--- src/logic/dsas_pkg.sv ---
// package: register map, field layout, timing and types of the delta-sigma sequencer
package dsas_pkg;
  localparam logic [7:0] DSAS_OFF_CTRL0 = 8'h00;
  localparam logic [7:0] DSAS_OFF_CTRL1 = 8'h04;
  localparam logic [7:0] DSAS_OFF_TRIM_EN = 8'h08;
  localparam logic [7:0] DSAS_OFF_TRIM_DLY = 8'h0C;
  localparam logic [7:0] DSAS_OFF_PIN_CFG = 8'h10;
  localparam logic [7:0] DSAS_OFF_RESULT = 8'h14;
  localparam logic [7:0] DSAS_OFF_STATUS = 8'h18;

  // converter_control_0 fields
  localparam int DSAS_C0_POWER = 7;
  localparam int DSAS_C0_ENABLE = 6;
  localparam int DSAS_C0_CH_HI = 1;
  localparam int DSAS_C0_CH_LO = 0;
  // converter_control_1 fields
  localparam int DSAS_C1_SINGLE = 0;
  localparam int DSAS_C1_HIACC = 1;
  localparam int DSAS_C1_PARALLEL = 2;
  localparam int DSAS_C1_CNT_HI = 4;
  localparam int DSAS_C1_CNT_LO = 3;
  // trim fields and pin config width
  localparam int DSAS_TE_BIT = 7;
  localparam int DSAS_TD_HI = 6;
  localparam int DSAS_TD_LO = 4;
  localparam int DSAS_PIN_W = 4;
  // status fields
  localparam int DSAS_ST_BUSY = 0;
  localparam int DSAS_ST_SETTLED = 1;
  localparam int DSAS_ST_EARLY = 2;
  localparam int DSAS_ST_PEND = 3;

  localparam logic [7:0] DSAS_CTRL0_RST = 8'h00;
  localparam logic [7:0] DSAS_CTRL1_RST = 8'h00;
  localparam logic [7:0] DSAS_TRIM_EN_RST = 8'h00;
  localparam logic [7:0] DSAS_TRIM_DLY_RST = 8'h20;
  localparam logic [DSAS_PIN_W-1:0] DSAS_PIN_RST = 4'h0;
  localparam logic [2:0] DSAS_DELAY_DEFAULT = 3'h2;
  localparam logic [15:0] DSAS_MIDSCALE = 16'h8000;
  localparam logic [15:0] DSAS_RESULT_RST = 16'h0000;
  localparam int DSAS_PAR_SHIFT = 2;

  localparam int DSAS_CLK_PERIOD_NS = 25;
  localparam int DSAS_PON_SETTLE_NS = 1200;
  localparam int DSAS_PON_SETTLE_CYC =
    (DSAS_PON_SETTLE_NS + DSAS_CLK_PERIOD_NS - 1) / DSAS_CLK_PERIOD_NS;
  localparam int DSAS_TW = 16;

  typedef enum logic [2:0] {
    DSAS_IDLE = 3'h1,
    DSAS_FIRST = 3'h2,
    DSAS_NEXT = 3'h4
  } dsas_state_t;

  typedef struct packed {
    logic power;
    logic single_ended;
    logic high_accuracy;
    logic parallel;
    logic [1:0] channel;
    logic [2:0] delay_code;
    logic [DSAS_PIN_W-1:0] pin_config;
  } dsas_afe_ctl_t;
endpackage

--- src/logic/dsas_seq.sv ---
// delta-sigma converter sequencer: apb registers, power settle, conversion timing, result
//
// The implementer's own choices: the address map and the APB register port.

module dsas_seq
  import dsas_pkg::*;
#(
  parameter int CONV_SERIAL_CYC = 1024
)
(
  input wire logic pclk,
  input wire logic presetn,
  input wire logic psel,
  input wire logic penable,
  input wire logic pwrite,
  input wire logic [7:0] paddr,
  input wire logic [31:0] pwdata,
  output logic [31:0] prdata,
  output logic pready,
  output logic pslverr,
  input wire logic [15:0] sample_code,
  output dsas_afe_ctl_t afe_ctl,
  output logic [15:0] conversion_result,
  output logic conversion_done_irq
);
  logic [7:0] ctrl0_q;
  logic [7:0] ctrl1_q;
  logic [7:0] trim_en_q;
  logic [7:0] trim_dly_q;
  logic [DSAS_PIN_W-1:0] pin_q;
  logic [15:0] result_q;
  logic [15:0] pend_data_q;
  logic pend_q;
  logic discard_q;
  logic settled_q;
  logic early_q;
  logic power_prev_q;
  logic irq_q;
  dsas_state_t state_q;
  dsas_state_t state_d;

  logic acc;
  logic wr;
  logic rd;
  logic mapped;
  logic wr_ctrl0;
  logic wr_ctrl1;
  logic wr_pin;
  logic rd_result;
  logic running;
  logic conv_en;
  logic power;
  logic start;
  logic done;
  logic settle_done;
  logic good_end;
  logic [15:0] code;
  logic [DSAS_TW-1:0] full_cyc;
  logic [DSAS_TW-1:0] next_cyc;
  logic [DSAS_TW-1:0] int_load_val;
  logic int_load;
  logic [1:0] cnt_code;

  // zero-wait slave: every access completes in its first access cycle
  assign pready = 1'b1;
  assign acc = psel && penable;
  assign wr = acc && pwrite;
  assign rd = acc && !pwrite;

  always_comb
  begin
    case (paddr)
      DSAS_OFF_CTRL0, DSAS_OFF_CTRL1, DSAS_OFF_TRIM_EN, DSAS_OFF_TRIM_DLY,
      DSAS_OFF_PIN_CFG, DSAS_OFF_RESULT, DSAS_OFF_STATUS: mapped = 1'b1;
      default: mapped = 1'b0;
    endcase
  end

  assign pslverr = acc && !mapped;
  assign wr_ctrl0 = wr && paddr == DSAS_OFF_CTRL0;
  assign wr_ctrl1 = wr && paddr == DSAS_OFF_CTRL1;
  assign wr_pin = wr && paddr == DSAS_OFF_PIN_CFG;
  assign rd_result = rd && paddr == DSAS_OFF_RESULT;

  assign running = state_q != DSAS_IDLE;
  assign conv_en = ctrl0_q[DSAS_C0_ENABLE];
  assign power = ctrl0_q[DSAS_C0_POWER];

  always_comb
  begin
    prdata = 32'h0000_0000;
    case (paddr)
      DSAS_OFF_CTRL0: prdata[7:0] = ctrl0_q;
      DSAS_OFF_CTRL1: prdata[7:0] = ctrl1_q;
      DSAS_OFF_TRIM_EN: prdata[7:0] = trim_en_q;
      DSAS_OFF_TRIM_DLY: prdata[7:0] = trim_dly_q;
      DSAS_OFF_PIN_CFG: prdata[DSAS_PIN_W-1:0] = pin_q;
      // the old value is what the bus sees in a colliding cycle
      DSAS_OFF_RESULT: prdata[15:0] = result_q;
      DSAS_OFF_STATUS:
      begin
        prdata[DSAS_ST_BUSY] = running;
        prdata[DSAS_ST_SETTLED] = settled_q;
        prdata[DSAS_ST_EARLY] = early_q;
        prdata[DSAS_ST_PEND] = pend_q;
      end
      default: prdata = 32'h0000_0000;
    endcase
  end

  always_ff @(posedge pclk or negedge presetn)
  begin
    if (!presetn)
    begin
      ctrl0_q <= DSAS_CTRL0_RST;
    end
    else if (wr_ctrl0)
    begin
      ctrl0_q <= {pwdata[DSAS_C0_POWER], pwdata[DSAS_C0_ENABLE], 4'h0,
                  pwdata[DSAS_C0_CH_HI:DSAS_C0_CH_LO]};
    end
  end

  // mode changes mid-conversion would corrupt the running result, so they are dropped
  always_ff @(posedge pclk or negedge presetn)
  begin
    if (!presetn)
    begin
      ctrl1_q <= DSAS_CTRL1_RST;
    end
    else if (wr_ctrl1 && !running)
    begin
      ctrl1_q <= {3'h0, pwdata[DSAS_C1_CNT_HI:DSAS_C1_CNT_LO], pwdata[DSAS_C1_PARALLEL],
                  pwdata[DSAS_C1_HIACC], pwdata[DSAS_C1_SINGLE]};
    end
  end

  // trim registers are plain storage; sequencing them is software's job
  always_ff @(posedge pclk or negedge presetn)
  begin
    if (!presetn)
    begin
      trim_en_q <= DSAS_TRIM_EN_RST;
      trim_dly_q <= DSAS_TRIM_DLY_RST;
    end
    else if (wr && paddr == DSAS_OFF_TRIM_EN)
    begin
      trim_en_q <= {pwdata[DSAS_TE_BIT], 7'h00};
    end
    else if (wr && paddr == DSAS_OFF_TRIM_DLY)
    begin
      trim_dly_q <= {1'b0, pwdata[DSAS_TD_HI:DSAS_TD_LO], 4'h0};
    end
  end

  always_ff @(posedge pclk or negedge presetn)
  begin
    if (!presetn)
    begin
      pin_q <= DSAS_PIN_RST;
    end
    else if (wr_pin)
    begin
      pin_q <= pwdata[DSAS_PIN_W-1:0];
    end
  end

  // delay code reaches the front end; delay in ns is 2 * (code + 1)
  always_comb
  begin
    afe_ctl.power = power;
    afe_ctl.single_ended = ctrl1_q[DSAS_C1_SINGLE];
    afe_ctl.high_accuracy = ctrl1_q[DSAS_C1_HIACC];
    afe_ctl.parallel = ctrl1_q[DSAS_C1_PARALLEL];
    afe_ctl.channel = ctrl0_q[DSAS_C0_CH_HI:DSAS_C0_CH_LO];
    afe_ctl.pin_config = pin_q;
    if (trim_en_q[DSAS_TE_BIT])
    begin
      afe_ctl.delay_code = trim_dly_q[DSAS_TD_HI:DSAS_TD_LO];
    end
    else
    begin
      afe_ctl.delay_code = DSAS_DELAY_DEFAULT;
    end
  end

  // power settle: counted from the rising edge of the power bit
  always_ff @(posedge pclk or negedge presetn)
  begin
    if (!presetn)
    begin
      power_prev_q <= 1'b0;
    end
    else
    begin
      power_prev_q <= power;
    end
  end

  dsas_timer #(.W(DSAS_TW)) u_settle (
    .pclk(pclk),
    .presetn(presetn),
    .load(power && !power_prev_q),
    .stop(!power),
    .load_val(DSAS_TW'(DSAS_PON_SETTLE_CYC)),
    .expired(settle_done)
  );

  always_ff @(posedge pclk or negedge presetn)
  begin
    if (!presetn)
    begin
      settled_q <= 1'b0;
    end
    else if (!power)
    begin
      settled_q <= 1'b0;
    end
    else if (settle_done)
    begin
      settled_q <= 1'b1;
    end
  end

  // an early start is not refused, only flagged so software can drop the result
  assign start = state_q == DSAS_IDLE && conv_en;

  always_ff @(posedge pclk or negedge presetn)
  begin
    if (!presetn)
    begin
      early_q <= 1'b0;
    end
    else if (start)
    begin
      early_q <= !settled_q;
    end
  end

  // interval: sampling count doubles the serial time per step
  assign cnt_code = ctrl1_q[DSAS_C1_CNT_HI:DSAS_C1_CNT_LO];
  assign full_cyc = DSAS_TW'(CONV_SERIAL_CYC) << cnt_code;
  always_comb
  begin
    if (ctrl1_q[DSAS_C1_PARALLEL])
    begin
      next_cyc = full_cyc >> DSAS_PAR_SHIFT;
    end
    else
    begin
      next_cyc = full_cyc;
    end
  end

  // a discarded result restarts timing as a fresh first conversion
  assign int_load = start || (done && conv_en);
  assign int_load_val = (start || !good_end) ? full_cyc : next_cyc;

  dsas_timer #(.W(DSAS_TW)) u_interval (
    .pclk(pclk),
    .presetn(presetn),
    .load(int_load),
    .stop(!conv_en),
    .load_val(int_load_val),
    .expired(done)
  );

  always_comb
  begin
    state_d = state_q;
    case (state_q)
      DSAS_IDLE:
      begin
        if (conv_en)
        begin
          state_d = DSAS_FIRST;
        end
      end
      DSAS_FIRST, DSAS_NEXT:
      begin
        if (!conv_en)
        begin
          state_d = DSAS_IDLE;
        end
        else if (done)
        begin
          state_d = good_end ? DSAS_NEXT : DSAS_FIRST;
        end
      end
      default: state_d = DSAS_IDLE;
    endcase
  end

  always_ff @(posedge pclk or negedge presetn)
  begin
    if (!presetn)
    begin
      state_q <= DSAS_IDLE;
    end
    else
    begin
      state_q <= state_d;
    end
  end

  // pin or channel change while converting taints the result in flight
  always_ff @(posedge pclk or negedge presetn)
  begin
    if (!presetn)
    begin
      discard_q <= 1'b0;
    end
    else if (start || done)
    begin
      discard_q <= 1'b0;
    end
    else if (running && ((wr_pin && pwdata[DSAS_PIN_W-1:0] != pin_q) ||
             (wr_ctrl0 && pwdata[DSAS_C0_CH_HI:DSAS_C0_CH_LO] !=
              ctrl0_q[DSAS_C0_CH_HI:DSAS_C0_CH_LO])))
    begin
      discard_q <= 1'b1;
    end
  end

  assign good_end = done && !discard_q && !wr_ctrl0 && !wr_pin;

  // differential codes come signed from the modulator; flipping the msb gives offset binary
  always_comb
  begin
    if (ctrl1_q[DSAS_C1_SINGLE])
    begin
      code = sample_code;
    end
    else
    begin
      code = sample_code ^ DSAS_MIDSCALE;
    end
  end

  // a completion that meets a result read is parked one cycle
  always_ff @(posedge pclk or negedge presetn)
  begin
    if (!presetn)
    begin
      pend_q <= 1'b0;
      pend_data_q <= DSAS_RESULT_RST;
    end
    else if (good_end && rd_result)
    begin
      pend_q <= 1'b1;
      pend_data_q <= code;
    end
    else
    begin
      pend_q <= 1'b0;
    end
  end

  always_ff @(posedge pclk or negedge presetn)
  begin
    if (!presetn)
    begin
      result_q <= DSAS_RESULT_RST;
    end
    else if (good_end && !rd_result)
    begin
      result_q <= code;
    end
    else if (pend_q)
    begin
      result_q <= pend_data_q;
    end
  end

  always_ff @(posedge pclk or negedge presetn)
  begin
    if (!presetn)
    begin
      irq_q <= 1'b0;
    end
    else
    begin
      irq_q <= good_end;
    end
  end

  assign conversion_result = result_q;
  assign conversion_done_irq = irq_q;
endmodule

--- src/logic/dsas_timer.sv ---
// reloadable down-counter that pulses once when its load value has elapsed
module dsas_timer
  import dsas_pkg::*;
#(
  parameter int W = 16
)
(
  input wire logic pclk,
  input wire logic presetn,
  input wire logic load,
  input wire logic stop,
  input wire logic [W-1:0] load_val,
  output logic expired
);
  logic [W-1:0] count_q;
  logic run_q;

  // load stays out of expiry: the interval caller reloads on expiry, so gating on it would loop
  assign expired = run_q && (count_q == '0) && !stop;

  always_ff @(posedge pclk or negedge presetn)
  begin
    if (!presetn)
    begin
      count_q <= '0;
      run_q <= 1'b0;
    end
    else if (load)
    begin
      count_q <= load_val - W'(1);
      run_q <= 1'b1;
    end
    else if (stop || (run_q && count_q == '0))
    begin
      run_q <= 1'b0;
    end
    else if (run_q)
    begin
      count_q <= count_q - W'(1);
    end
  end
endmodule

--- config.mk ---
export PLATFORM = sky130hd
export DESIGN_NAME = dsas_seq
export DESIGN_NICKNAME = d
export VERILOG_FILES = /design/src/logic/dsas_pkg.sv /design/src/logic/dsas_seq.sv /design/src/logic/dsas_timer.sv
export SDC_FILE = /design/constraint.sdc
export NUM_CORES = 1
export LEC_CHECK = 0
export BUFFER_PORTS_ARGS = -buffer_cell sky130_fd_sc_hd__buf_2
export CORE_MARGIN = 1.5
export CORE_UTILIZATION = 40
export DETAILED_ROUTE_END_ITERATION = 16
export GPL_TIMING_DRIVEN = 0
export PLACE_DENSITY = 0.59
export SYNTH_ARGS = -nofsm -noshare
export SYNTH_HDL_FRONTEND = slang
export SYNTH_HIERARCHICAL = 1
export SYNTH_SLANG_ARGS = --single-unit
--- constraint.sdc ---
create_clock -name pclk -period 7.3 [get_ports pclk]
set_input_delay 0.73 -clock pclk [delete_from_list [all_inputs] [get_ports pclk]]
set_output_delay 0.73 -clock pclk [all_outputs]
set_load 0.01 [all_outputs]
==> reports/metrics.csv <==
metric;value;unit
DP HPWL;11600;um
# port buffers;82;
CP required;7530;ps
Die W;126;um
post-CTS setup buffer count;0;
clock tree buffer depth;2;
clock sinks;92;
number of synthesized register bits;92;
clk_skew;9.77;ps
Remaining Overflow, GRT;0;
Internal;0.000952;W
first-pass GRT wire length;26100;um
EDFF count, synth;0;
Routed Wire Length;15900;um
syn_area_per_cell;10.2;sq um
peak supply drop;0.170;mV
RePlAce Congestion;0.860;
sw frac;29.3;%
Critical Path Fanout Max;10;
Syn-to-layout area delta;21.5;%
antenna violations before repair;2;
Core Area;14600;sq um
Least-Margin Pin Slew;813;ps
Setup-failing EPs final;0;
total track usage;20.5;%
Period minus WS final;5380;ps
critical path endpoint category;flop;
Setup CP Type;reg2reg;
Slew Limit Headroom;45.4;%
setup total negative slack;0;ps
crit path launch type;flop;
Num CTS Buffers;9;
DR DRC count;0;
Initial DRC Count;363;
Die H;126;um
Avg Vias per Cell;5.39;
Cells after Synth;590;
Place WS;1930;ps
outcome;complete, no violations;
final hold violation count;0;
Gate power share;17.1;%
layout cells sized above 1;25.7;%
Max Cap Viol;0;
achievable clock frequency;186;MHz
Mapped Area;6010;sq um
Switch Pwr;0.000395;W
Final ANT Viol Nets;0;
sequential-to-total area share from yosys stat;38.4;%
synth warn;6;
Starting Density;41.2;%
Hold WC Path Type;in2async;
RSZ-0062 raised after global routing;false;
clock network power share;36.3;%
commonest non-fill, non-tap cell in the layout;dfrtp_1;
Layout Nets;833;
LEAKAGE;3.31;nW
PwrDens;185;nW/um^2
die area;15800;sq um
CTS Hold Bufs;0;
most frequent cells in the layout;dfrtp_1, conb_1, buf_2;
wire length per cell;16.5;um
Flop pwr share;46.7;%
Post-synth ARST share;100;%
# H-tree levels;3;
CTS clock-pin slew for the worst setup and hold paths;70;ps
vias;5175;
root buf cell;clkbuf_16;
Yosys cell types;68;
I/O pins;125;
CP Data Arrival Time;5610;ps
CTS resizes;0;
Primary FF master, synth;dfrtp_1;
clock latency on the worst-skew pair;350;ps
Hold Slack;440;ps
Fill cells;1334;
Pins Over Slew Limit;0;
largest net degree at the start of global routing;52;
drt pass-1 iters;5;
vias in the first global route;5044;
Worst R2R Path Depth;15;
row cnt;44;
worst setup margin;1920;ps
Final Cycle Share;73.7;%
CTS tree;yes;
[final timing paths]
kind | slack [ps] | from | end
setup reg to reg | 1920 | u_interval/count_q[9] | u_interval/count_q[8]
max in group asynchronous | 6120 | presetn | trim_dly_q[5]
min in group pclk | 440 | ctrl0_q[7] | power_prev_q
setup / recovery | 1920 | u_interval/count_q[9] | u_interval/count_q[8]
hold / removal | 440 | presetn | u_settle/count_q[2]
hold reg to reg | 440 | ctrl0_q[7] | power_prev_q
[worst max-delay path, cell delays in order, from the launching register on]
cell and delay (ps):
dfrtp_1 450, nor3_1 570, nand4_1 200, nor2_1 340
nor2_1 130, nor2_1 240, buf_6 190, clkbuf_1 360
clkbuf_1 480, buf_1 520, mux2i_1 270, ha_1 310
o211ai_2 350, a211oi_1 430, xor2_1 110, a211o_1 300
[state kept, by name, indices dropped and copies added (netlist names), 3 cells and up]
name	cells
pend_data_q	16
ctrl1_q	5
state_q	3
pin_q	4
trim_dly_q	3
u_settle/count_q	16
ctrl0_q	4
conversion_result	16
u_interval/count_q	16
[stage by stage]
stage | power, W | util (%) | instances | instance area [sq um]
floorplan | 0.000787 | - | 676 | 6330
global placement | 0.000854 | 47.8 | 942 | 6970
detailed placement | 0.000865 | 47.9 | 943 | 6990
CTS | 0.00136 | 50.0 | 959 | 7300
global route | 0.00142 | 50.0 | 959 | 7300
finish | 0.00135 | 50.0 | 960 | 7300
[routing by layer]
layer / up-vias / track usage, % / wire length, um
met5: - / 0 / 0
met4: 0 / 5.28 / 226
met3: 18 / 5.69 / 916
met2: 141 / 31.8 / 7220
met1: 2523 / 28.3 / 7490
li1: 2493 / - / -
[power by group through the flow]
stage | clock network, W | logic [W] | registers (W)
global route | 0.000521 | 0.000260 | 0.000635
global placement | 0 | 0.000221 | 0.000634
finish | 0.000488 | 0.000230 | 0.000629
CTS | 0.000501 | 0.000231 | 0.000627
detailed placement | 0 | 0.000230 | 0.000635
floorplan | 0 | 0.000168 | 0.000619
[logic make-up after synthesis]
group | count (synthesis) | synth area share [%]
xor gates and xnor gates | 36 | 5.25
adders and majority gates | 2 | 0.416
muxes | 68 | 13.3
other | 2 | 0.125
buffers and inverters | 67 | 6.37
DFF | 92 | 38.4
AOI/OAI and AO/OA | 115 | 14.2
and+or+nand+nor | 208 | 22.0
[cell usage after synthesis (6+ instances only)]
| cell type | instances | area share [%] |
|---|---|---|
| inv_1 | 14 | 0.87 |
| xor2_1 | 23 | 3.4 |
| mux2i_1 | 24 | 4.0 |
| nor4_1 | 11 | 1.1 |
| dfrtp_1 | 90 | 37 |
| o31a_1 | 6 | 0.87 |
| nor2b_1 | 8 | 0.83 |
| a22oi_1 | 6 | 0.75 |
| a211o_1 | 10 | 1.5 |
| o21ai_0 | 8 | 0.67 |
| or3_1 | 8 | 0.83 |
| nand3_1 | 24 | 2.0 |
| xnor2_1 | 13 | 1.9 |
| nand2_1 | 28 | 1.7 |
| nand4_1 | 11 | 1.1 |
| nor2_1 | 21 | 1.3 |
| nor4b_1 | 12 | 1.7 |
| and3_1 | 7 | 0.73 |
| and2_1 | 11 | 1.1 |
| o211ai_1 | 17 | 2.1 |
| o21ai_1 | 15 | 1.2 |
| buf_4 | 23 | 2.9 |
| or4_1 | 8 | 1.0 |
| clkbuf_1 | 16 | 1.0 |
| a21oi_1 | 10 | 0.83 |
| mux2_4 | 11 | 2.7 |
| buf_2 | 6 | 0.50 |
| mux2_2 | 30 | 5.6 |
| nor3_1 | 20 | 1.7 |
[final cells by class]
type	count	area (sq um)	area share, %
diodes	1	2.50	0.0343
multi-input cells	517	3640	49.9
clock buffers	11	243	3.33
clock inverters	5	60.1	0.823
repair buffers	83	433	5.93
flip-flops and latches	92	2300	31.6
plain buffers	53	330	4.53
inverters	14	52.6	0.720
well taps	184	230	3.15
Power figures use the tool's default switching activity.
